File: src/design/qbx_regs.vh
`ifndef QBX_REGS_VH
`define QBX_REGS_VH
// fixed upper address nibble, low high high high
`define QBX_ADDR_FIXED 4'h7
`define QBX_PORT_RESET 8'hff
`define QBX_FILT_LEN 3
`define QBX_BIT_LAST 4'h7
`define QBX_BIT_ACK 4'h8
`endif
File: src/design/qbx_expander.v
`timescale 1ns/1ps
`default_nettype none
`include "qbx_regs.vh"

// What this block does
// [RQ1] after reset all pins rest high, weak source only, no strong drive
// [RQ2] writing a one pulses the strong pull-up until the next bus clock fall; the code pulses it only on pins whose latch goes from 0 to 1
// [RQ3] controller writes one to a pin before using it as input
// [RQ4] alert is open-drain, pulls low, needs no bus transaction
// [RQ5] any rising or falling pin edge asserts the alert; the code watches only pins latched high
// [RQ6] alert clears when pins return to captured levels or on port access
// [RQ7] access clears alert at the acknowledge bit clock
// [RQ8] pin changes in the acknowledge pulse may be lost or brief
// [RQ9] after clearing, every later change shows after next bus clock rise; the code raises the alert once a change lasts two system clocks
// [RQ10] transactions for other targets leave alert logic untouched
// [RQ11] start is data fall with clock high, stop is data rise with clock high
// [RQ12] address msb first: 0111, strap bits, then direction bit
// [RQ13] answers even write and odd read addresses set by straps
// [RQ14] never answers the general call address
// [RQ15] acknowledges a match by holding data low through ninth clock high
// [RQ16] straps stay stable from start to stop
// [RQ17] read returns pin levels, bit 7 is highest pin
// [RQ18] first written byte becomes the pin pattern, bit for bit
// [RQ19] first data byte acknowledged, later bytes ignored
// [RQ20] latches change only after a full acknowledged byte
// [RQ21] stop mid-transfer keeps last latched value, drops partial byte
// [RQ22] reset returns bus logic to idle and pins high
// [RQ23] bus lines and pins synchronised and filtered before edge detection
module qbx_expander #(
    parameter WIDTH = 8
) (
    input wire clk_sys,
    input wire rst,
    input wire scl_in,
    input wire sda_in,
    output reg sda_oe_n,
    input wire [2:0] addr_strap_pins,
    input wire [WIDTH-1:0] expander_pins_in,
    output reg [WIDTH-1:0] expander_pins_low,
    output reg [WIDTH-1:0] expander_pins_strong,
    output reg alert_oe_n
);

    // ************************************************************
    // synchronisers and glitch filters
    // ************************************************************
    localparam NS = WIDTH + 2;
    wire [NS-1:0] raw_in = {scl_in, sda_in, expander_pins_in};
    reg [NS-1:0] sync_a;
    reg [NS-1:0] sync_b;
    reg [NS-1:0] filt;
    reg [2:0] straps;

    genvar gi;
    generate
        for (gi = 0; gi < NS; gi = gi + 1)
        begin : g_filt
            reg [`QBX_FILT_LEN-1:0] hist;
            always @(posedge clk_sys or posedge rst)
            begin
                if (rst)
                begin
                    sync_a[gi] <= 1'b1;
                    sync_b[gi] <= 1'b1;
                    hist <= {`QBX_FILT_LEN{1'b1}};
                    filt[gi] <= 1'b1;
                end
                else
                begin
                    sync_a[gi] <= raw_in[gi]; // RQ23
                    sync_b[gi] <= sync_a[gi];
                    hist <= {hist[`QBX_FILT_LEN-2:0], sync_b[gi]};
                    if (&hist)
                        filt[gi] <= 1'b1; // RQ23
                    else if (~|hist)
                        filt[gi] <= 1'b0;
                end
            end
        end
    endgenerate

    reg [2:0] strap_a;
    always @(posedge clk_sys or posedge rst)
    begin
        if (rst)
        begin
            strap_a <= 3'h0;
            straps <= 3'h0;
        end
        else
        begin
            strap_a <= addr_strap_pins;
            straps <= strap_a;
        end
    end

    wire scl = filt[NS-1];
    wire sda = filt[NS-2];
    wire [WIDTH-1:0] pins = filt[WIDTH-1:0];
    reg scl_d;
    reg sda_d;
    always @(posedge clk_sys or posedge rst)
    begin
        if (rst)
        begin
            scl_d <= 1'b1;
            sda_d <= 1'b1;
        end
        else
        begin
            scl_d <= scl;
            sda_d <= sda;
        end
    end
    wire scl_rise = scl & ~scl_d;
    wire scl_fall = ~scl & scl_d;
    wire start_det = scl & scl_d & sda_d & ~sda; // RQ11
    wire stop_det = scl & scl_d & ~sda_d & sda; // RQ11

    // ************************************************************
    // bus target state machine
    // ************************************************************
    localparam ST_IDLE = 3'h0;
    localparam ST_ADDR = 3'h1;
    localparam ST_WDATA = 3'h2;
    localparam ST_RDATA = 3'h3;
    localparam ST_IGNORE = 3'h4;

    reg [2:0] state;
    reg [3:0] bit_cnt;
    reg [7:0] shift;
    reg [7:0] tx_byte;
    reg rnw;
    reg wr_done;
    reg ack_phase;
    reg acc_clear;
    reg [WIDTH-1:0] port_latch;

    wire addr_match = (shift[7:4] == `QBX_ADDR_FIXED) && (shift[3:1] == straps); // RQ12 RQ13 RQ14

    always @(posedge clk_sys or posedge rst)
    begin
        if (rst)
        begin
            state <= ST_IDLE; // RQ22
            bit_cnt <= 4'h0;
            shift <= 8'h00;
            tx_byte <= 8'h00;
            rnw <= 1'b0;
            wr_done <= 1'b0;
            ack_phase <= 1'b0;
            acc_clear <= 1'b0;
            sda_oe_n <= 1'b1;
            port_latch <= `QBX_PORT_RESET; // RQ1 RQ22
            expander_pins_strong <= {WIDTH{1'b0}};
            expander_pins_low <= {WIDTH{1'b0}};
        end
        else
        begin
            acc_clear <= 1'b0;
            if (scl_fall)
                expander_pins_strong <= {WIDTH{1'b0}}; // RQ2
            if (start_det)
            begin
                state <= ST_ADDR;
                bit_cnt <= 4'h0;
                ack_phase <= 1'b0;
                sda_oe_n <= 1'b1;
            end
            else if (stop_det)
            begin
                state <= ST_IDLE; // RQ21
                ack_phase <= 1'b0;
                sda_oe_n <= 1'b1;
            end
            else
            begin
                case (state)
                    ST_IDLE:
                        sda_oe_n <= 1'b1;
                    ST_ADDR, ST_WDATA:
                    begin
                        if (scl_rise && !ack_phase)
                        begin
                            shift <= {shift[6:0], sda};
                            bit_cnt <= bit_cnt + 4'h1;
                        end
                        if (scl_fall && !ack_phase && bit_cnt == `QBX_BIT_ACK)
                        begin
                            ack_phase <= 1'b1;
                            if (state == ST_ADDR && addr_match)
                                sda_oe_n <= 1'b0; // RQ15
                            else if (state == ST_WDATA && !wr_done)
                                sda_oe_n <= 1'b0; // RQ19
                            else
                                state <= ST_IGNORE; // RQ10 RQ19
                        end
                        if (scl_rise && ack_phase && state == ST_WDATA)
                        begin
                            port_latch <= shift[WIDTH-1:0]; // RQ18 RQ20
                            // pull-down moves with the boost so both never meet on a pin
                            expander_pins_low <= ~shift[WIDTH-1:0]; // RQ1 RQ20
                            expander_pins_strong <= shift[WIDTH-1:0] & ~port_latch; // RQ2
                            wr_done <= 1'b1;
                            acc_clear <= 1'b1; // RQ7
                        end
                        if (scl_fall && ack_phase)
                        begin
                            ack_phase <= 1'b0;
                            bit_cnt <= 4'h0;
                            sda_oe_n <= 1'b1;
                            if (state == ST_ADDR)
                            begin
                                rnw <= shift[0];
                                wr_done <= 1'b0;
                                if (shift[0])
                                begin
                                    state <= ST_RDATA;
                                    tx_byte <= {pins[6:0], 1'b0};
                                    sda_oe_n <= pins[7]; // RQ17
                                end
                                else
                                    state <= ST_WDATA;
                            end
                        end
                    end
                    ST_RDATA:
                    begin
                        if (scl_rise)
                        begin
                            bit_cnt <= bit_cnt + 4'h1;
                            if (bit_cnt == `QBX_BIT_ACK)
                            begin
                                acc_clear <= 1'b1; // RQ7
                                if (sda)
                                    state <= ST_IGNORE;
                            end
                        end
                        if (scl_fall)
                        begin
                            if (bit_cnt == `QBX_BIT_ACK)
                                sda_oe_n <= 1'b1;
                            else if (bit_cnt == 4'h9)
                            begin
                                bit_cnt <= 4'h0;
                                tx_byte <= {pins[6:0], 1'b0};
                                sda_oe_n <= pins[7]; // RQ17
                            end
                            else
                            begin
                                sda_oe_n <= tx_byte[7];
                                tx_byte <= {tx_byte[6:0], 1'b0};
                            end
                        end
                    end
                    ST_IGNORE:
                        sda_oe_n <= 1'b1; // RQ10
                    default:
                        state <= ST_IDLE;
                endcase
            end
        end
    end

    // ************************************************************
    // pin change alert
    // ************************************************************
    reg [WIDTH-1:0] captured;
    reg alert;
    reg rise_pending;
    wire [WIDTH-1:0] in_use = port_latch; // RQ3
    wire changed = |((pins ^ captured) & in_use);

    always @(posedge clk_sys or posedge rst)
    begin
        if (rst)
        begin
            captured <= `QBX_PORT_RESET;
            alert <= 1'b0;
            rise_pending <= 1'b0;
            alert_oe_n <= 1'b1;
        end
        else
        begin
            if (acc_clear)
            begin
                captured <= pins; // RQ6 RQ8
                alert <= 1'b0;
                rise_pending <= 1'b0;
            end
            else if (changed)
            begin
                rise_pending <= 1'b1; // RQ5 RQ9
                if (rise_pending || alert)
                    alert <= 1'b1;
            end
            else
            begin
                alert <= 1'b0; // RQ6
                rise_pending <= 1'b0;
            end
            alert_oe_n <= ~alert; // RQ4
        end
    end

endmodule
`default_nettype wire

File: config.mk
export PLATFORM = sky130hd
export DESIGN_NAME = qbx_expander
export DESIGN_NICKNAME = d
export VERILOG_FILES = /design/src/design/qbx_expander.v
export VERILOG_INCLUDE_DIRS = /design/src /design/src/design
export SDC_FILE = /design/constraint.sdc
export NUM_CORES = 1
export LEC_CHECK = 0
export ABC_AREA = 1
export BUFFER_PORTS_ARGS = -buffer_cell sky130_fd_sc_hd__buf_2
export CAP_MARGIN = 20
export CORE_ASPECT_RATIO = 1.75
export CORE_MARGIN = 2
export CORE_UTILIZATION = 60
export DETAILED_ROUTE_END_ITERATION = 6
export HOLD_SLACK_MARGIN = 0.06
export PLACE_DENSITY = 0.86
export SLEW_MARGIN = 15
export SYNTH_ARGS = -nofsm -noshare
export SYNTH_HDL_FRONTEND = slang
export SYNTH_SLANG_ARGS = --single-unit
export TNS_END_PERCENT = 20
File: constraint.sdc
create_clock -name clk_sys -period 4.5 [get_ports clk_sys]
set_input_delay 0.45 -clock clk_sys [delete_from_list [all_inputs] [get_ports clk_sys]]
set_output_delay 0.45 -clock clk_sys [all_outputs]
set_load 0.03 [all_outputs]
### Word level (Yosys, flattened, before mapping)

Index checks and enable logic that the tools add are counted.
Widths: inputs -> output; s select.

* bits in registers: 130
* bits in latches: 0
* RAM bits: 0
* memory bits (read-only): 0
* input bits: 15
* output and inout bits: 18
* word-level logic and storage cells: 245
* memories: 0

* add/subtract/negate cells: 1
* $mul: 0
* div/mod/pow operators: 0
* magnitude comparators: 0
* eq/ne operators: 33
* shift-type cells: 0
* multiplexer cells: 84
* bitwise operators: 19
* reductions and logical operators: 49

Operators by type and width (number)
* $mux 8: 11
* $mux 1: 50
* $reduce_and 3->1: 12
* $mux 4: 8
* $ne 2x2->1 const B: 16
* $mux 3: 10
* $reduce_or 3->1: 10
* $ne 4x4->1 const B: 5
* $and 8x8->8: 2
* $not 8->8: 2
* $pmux 8 s2: 1
* $reduce_and 4->1: 4
* $logic_and 1x1->1: 9
* $pmux 3 s3: 1
* $eq 4x4->1 const B: 2
* $pmux 4 s2: 1
* $reduce_and 8->1: 1
* $reduce_or 8->1: 1
* $xor 8x8->8: 1
* $and 1x1->1: 7
* $not 1->1: 7
* $eq 3x2->1 const B: 2
* $ne 6x6->1 const B: 1
* $reduce_bool 3->1: 2
* 18 further kinds: 20

### Logic depth before layout (Yosys ltp)

* depth in word-level cells: 10
* mapped depth: 11

### Least setup slack after synthesis

Ideal clock, no wire load.

* path kind: register to register
* start point: reg filt[8], in the netlist sda
* end point: reg tx_byte[3]
* arrival: 1.473 ns
* required time: 4.424 ns
* setup slack: 2.950 ns
* stages on the path, launching flop included: 10
* buffers on the path: 1
* cells stage by stage: dfstp_2 > inv_1 > nand4_2 > nand2_2 > inv_2 > nand2_1 > nor3_4 > buf_6 > nand2_1 > o21ai_1

* longest elaborated chain between the ends: 4
* elaborated cells on any way between the ends: 6
* classes of those cells: 5 x bitwise; 1 x reduce/logical

RTL lines
* start, declared: line qbx_expander.v:51 `reg [NS-1:0] filt;`
* start signal, assigned by index: line qbx_expander.v:66 `filt[gi] <= 1'b1;`
* start signal, assigned by index: line qbx_expander.v:74 `filt[gi] <= 1'b1;`
* start signal, assigned by index: line qbx_expander.v:76 `filt[gi] <= 1'b0;`
* $not 1->1: line qbx_expander.v:117 `wire start_det = scl & scl_d & sda_d & ~sda;`
* $and 1x1->1: line qbx_expander.v:117
* $not 1->1 (no source line)
* $reduce_and 8->1 (no source line) (*)
* end signal, assigned: line qbx_expander.v:219 `tx_byte <= {pins[6:0], 1'b0};`
* end signal, assigned: line qbx_expander.v:246 `tx_byte <= {pins[6:0], 1'b0};`
* end signal, assigned: line qbx_expander.v:252 `tx_byte <= {tx_byte[6:0], 1'b0};`
* end, declared: line qbx_expander.v:132 `reg [7:0] tx_byte;`

Every way passes the cells marked *; elsewhere a longest branch is shown, timed or not.
A chain may end at the register's enable or synchronous reset.

### Worst setup path after layout

* start point: reg filt[8], in the netlist sda
* end point: reg tx_byte[1]

The elaborated chain is that of the path after synthesis.

==> flow_summary.json <==
{
  "status": "complete, no violations",
  "ys_async_sr_fraction_pct": 100,
  "cellPowerDensity_mw_per_mm2": 648,
  "min_period_over_period_pct": 46.4,
  "synthFlopType": "dfstp_2",
  "ctsHoldBuffers": 0,
  "cts_root_buf": "clkbuf_16",
  "r2r-end": "tx_byte[1]",
  "peakVddDrop_mv": 0.424,
  "io_pins": 33,
  "slew_violations": 0,
  "io_buffers": 32,
  "core_mm2": 0.00831,
  "ant_nets": 0,
  "fillCellCount": 542,
  "layout.nets": 573,
  "h-tree-depth": 4,
  "drt_iter0_markers": 314,
  "grt-ovfl-total": 0,
  "grt_pass1_wl_um": 19200,
  "min_path_type": "input pin to flip-flop",
  "synth_seq_cells": 129,
  "dieWidth_um": 74.0,
  "wl_per_cell_um": 17.2,
  "worst-slew-pin-transition_ns": 0.795,
  "finalHoldViolations": 0,
  "hold_path_end": "sync_a[8]",
  "multiInputGateArea_mm2": 0.00152,
  "cts.sinks": 129,
  "critPathKind": "flip-flop to flip-flop",
  "clockBufferDepth": 2,
  "synth_fp_nets": 530,
  "row_count": 44,
  "slew_headroom_pct": 47.0,
  "holdPathStages": 1,
  "leakagePower_nw": 2.75,
  "synthCells": 512,
  "synth.avg_cell_area_um2": 10.1,
  "max_cap_violations": 0,
  "regArea_mm2": 0.00333,
  "n_antenna_cell": 0,
  "setup_viol": 0,
  "rrSetupSlack_ns": 2.41,
  "min_from": "sda_in",
  "r2r-start": "sda",
  "grt_setup_unrepaired": "false",
  "grt_usage_pct": 28.0,
  "fp.dieH_um": 127,
  "die_area_mm2": 0.00937,
  "dr.pass1.iters": 5,
  "grt_antenna_before_repair": 0,
  "start_util_pct": 61.9,
  "syn2layout_area_growth_pct": 17.5,
  "synth_edf_count": 0,
  "synth_cell_type_count": 32,
  "yosys-top-cells-area": "dfstp_2, dfrtp_1, nand2_1, inv_1, nand3_1",
  "yosys_warnings": 0,
  "tns_ns": 0,
  "cts_tree": "yes",
  "worstPathRequired_ns": 4.83,
  "ys_seq_area_share_pct": 64.7,
  "cts_setup_buffers": 0,
  "drive_gt1_share_pct": 30.1,
  "layout_min_cycle_time_ns": 2.09,
  "cp-start-kind": "flip-flop",
  "cp_max_fo": 14,
  "worstPathArrival_ns": 2.42,
  "clk_pin_slew_ns": 0.06,
  "yosysTopAreaCellShare_pct": 40.8,
  "synth_area_mm2": 0.00515,
  "dp_hpwl_um": 7170,
  "design_area_mm2": 0.00605,
  "fmax_ghz": 0.479,
  "fin_worst_skew_ns": 0.00949,
  "worstRegToRegCells": 8,
  "grt_start_max_net_pins": 93,
  "worstSetupEndpointType": "flip-flop",
  "globalplace.congestion": 0.941,
  "drc": 0,
  "synth.largest_area_cell": "dfstp_2",
  "cts_resized": 0,
  "clock_latency_ns": 0.41,
  "cts_buffers": 17,
  "dpl_cell_area_mm2": 0.00541,
  "grt_pass1_vias": 3933,
  "vias": 3879,
  "wl_um": 11700,
  "viasPerCell": 5.68
}
==> worst max-delay path, cell delays in order, from the launching register on <==
cell     delay, ns
dfstp_2       0.56
inv_1         0.10
nand4_2       0.17
nand2_2       0.11
inv_2         0.10
nand2_1       0.12
nor3_4        0.51
nand3_1       0.18
o21ai_1       0.14
==> through the flow <==
stage	setup WS (ns)	cells	util [%]	power (mW)	hold WS, ns
after CTS	2.46	683	72.8	3.92	0.121
after global routing	2.29	683	72.8	4.10	0.112
after global placement	2.66	651	65.1	2.40	0.334
after detailed placement	2.61	651	65.1	2.43	0.341
after floorplan	0.741	512	-	2.20	0.331
final	2.41	683	72.8	3.92	0.129
==> cell usage after synthesis, types with 3 or more instances <==
| cell | count |
|---|---|
| nand2_1 | 105 |
| dfstp_2 | 80 |
| inv_1 | 53 |
| dfrtp_1 | 49 |
| nand3_1 | 39 |
| o21ai_1 | 30 |
| nor2_1 | 29 |
| o21ai_0 | 29 |
| a21oi_1 | 27 |
| nor3_1 | 11 |
| inv_2 | 10 |
| o31ai_1 | 8 |
| nand4_1 | 6 |
| clkbuf_1 | 5 |
| buf_2 | 3 |
| ha_1 | 3 |
| nand2_2 | 3 |
| nand3_2 | 3 |
==> cell families after synthesis <==
logic type / synth area share, %
buf+inv: 5.76
xor+xnor: 0.170
simple gates: 18.4
flops: 64.7
fa+ha+maj: 0.729
compound gates: 10.3
==> where the power goes <==
| part | total [mW] | internal, mW | switching [mW] |
|---|---|---|---|
| Clock | 1.45 | 0.927 | 0.523 |
| Combinational | 0.882 | 0.273 | 0.610 |
| Sequential | 1.59 | 1.42 | 0.167 |
| Total | 3.92 | 2.62 | 1.30 |
==> worst max path at each step <==
stage | start | endpoint | slack [ns] | cells after the start
3_3_place_gp | rst | filt[4] | 2.66 | 3
5_1_grt | sda | tx_byte[1] | 2.29 | 8
4_1_cts | sda | tx_byte[1] | 2.46 | 8
6_report | sda | tx_byte[1] | 2.41 | 8
3_5_place_dp | rst | sync_a[7] | 2.61 | 3
2_1_floorplan | rst | acc_clear | 0.74 | 1
==> registers in the layout (all words and copies together), names as in the netlist, 3 cells and up <==
register	cells
expander_pins_low	8
captured	8
sync_a	10
in_use	8
filt	8
straps	3
expander_pins_strong	8
g_filt.hist	30
bit_cnt	4
tx_byte	7
state	3
sync_b	10
strap_a	3
shift	8
==> cell type report <==
cell class | count | share of cell area [%]
Clock buffer | 19 | 7.67
Multi-Input combinational cell | 309 | 25.2
Timing Repair Buffer | 34 | 2.89
Clock inverter | 13 | 2.83
Sequential cell | 129 | 55.0
Tap cell | 115 | 2.38
Inverter | 64 | 4.05
==> placed cells by master (no fill, tap or decap), types with 2 or more instances in the layout <==
| cell | n |
|---|---|
| dfstp_2 | 80 |
| nand3_2 | 3 |
| nand4_1 | 6 |
| clkinv_4 | 2 |
| dfrtp_1 | 49 |
| buf_4 | 2 |
| ha_1 | 3 |
| clkbuf_16 | 18 |
| nor3_1 | 11 |
| nand2_2 | 3 |
| o31ai_1 | 8 |
| nand4_2 | 2 |
| a21oi_1 | 27 |
| nor2_1 | 29 |
| inv_2 | 10 |
| nand3b_1 | 2 |
| bufinv_16 | 3 |
| o21ai_1 | 30 |
| buf_2 | 32 |
| o21a_1 | 2 |
| nor2_4 | 2 |
| inv_1 | 52 |
| nand2_1 | 105 |
| clkinvlp_4 | 3 |
| inv_6 | 5 |
| nand3_1 | 39 |
| o21ai_0 | 29 |
==> metal layers <==
metal	up-vias	global-route usage, %	wire, um
met3	51	7.47	481
met2	159	45.2	6300
met1	1897	32.0	4220
met5	-	0	0
met4	0	18.2	724
li1	1772	-	-
(Power assumes the default switching activity.)
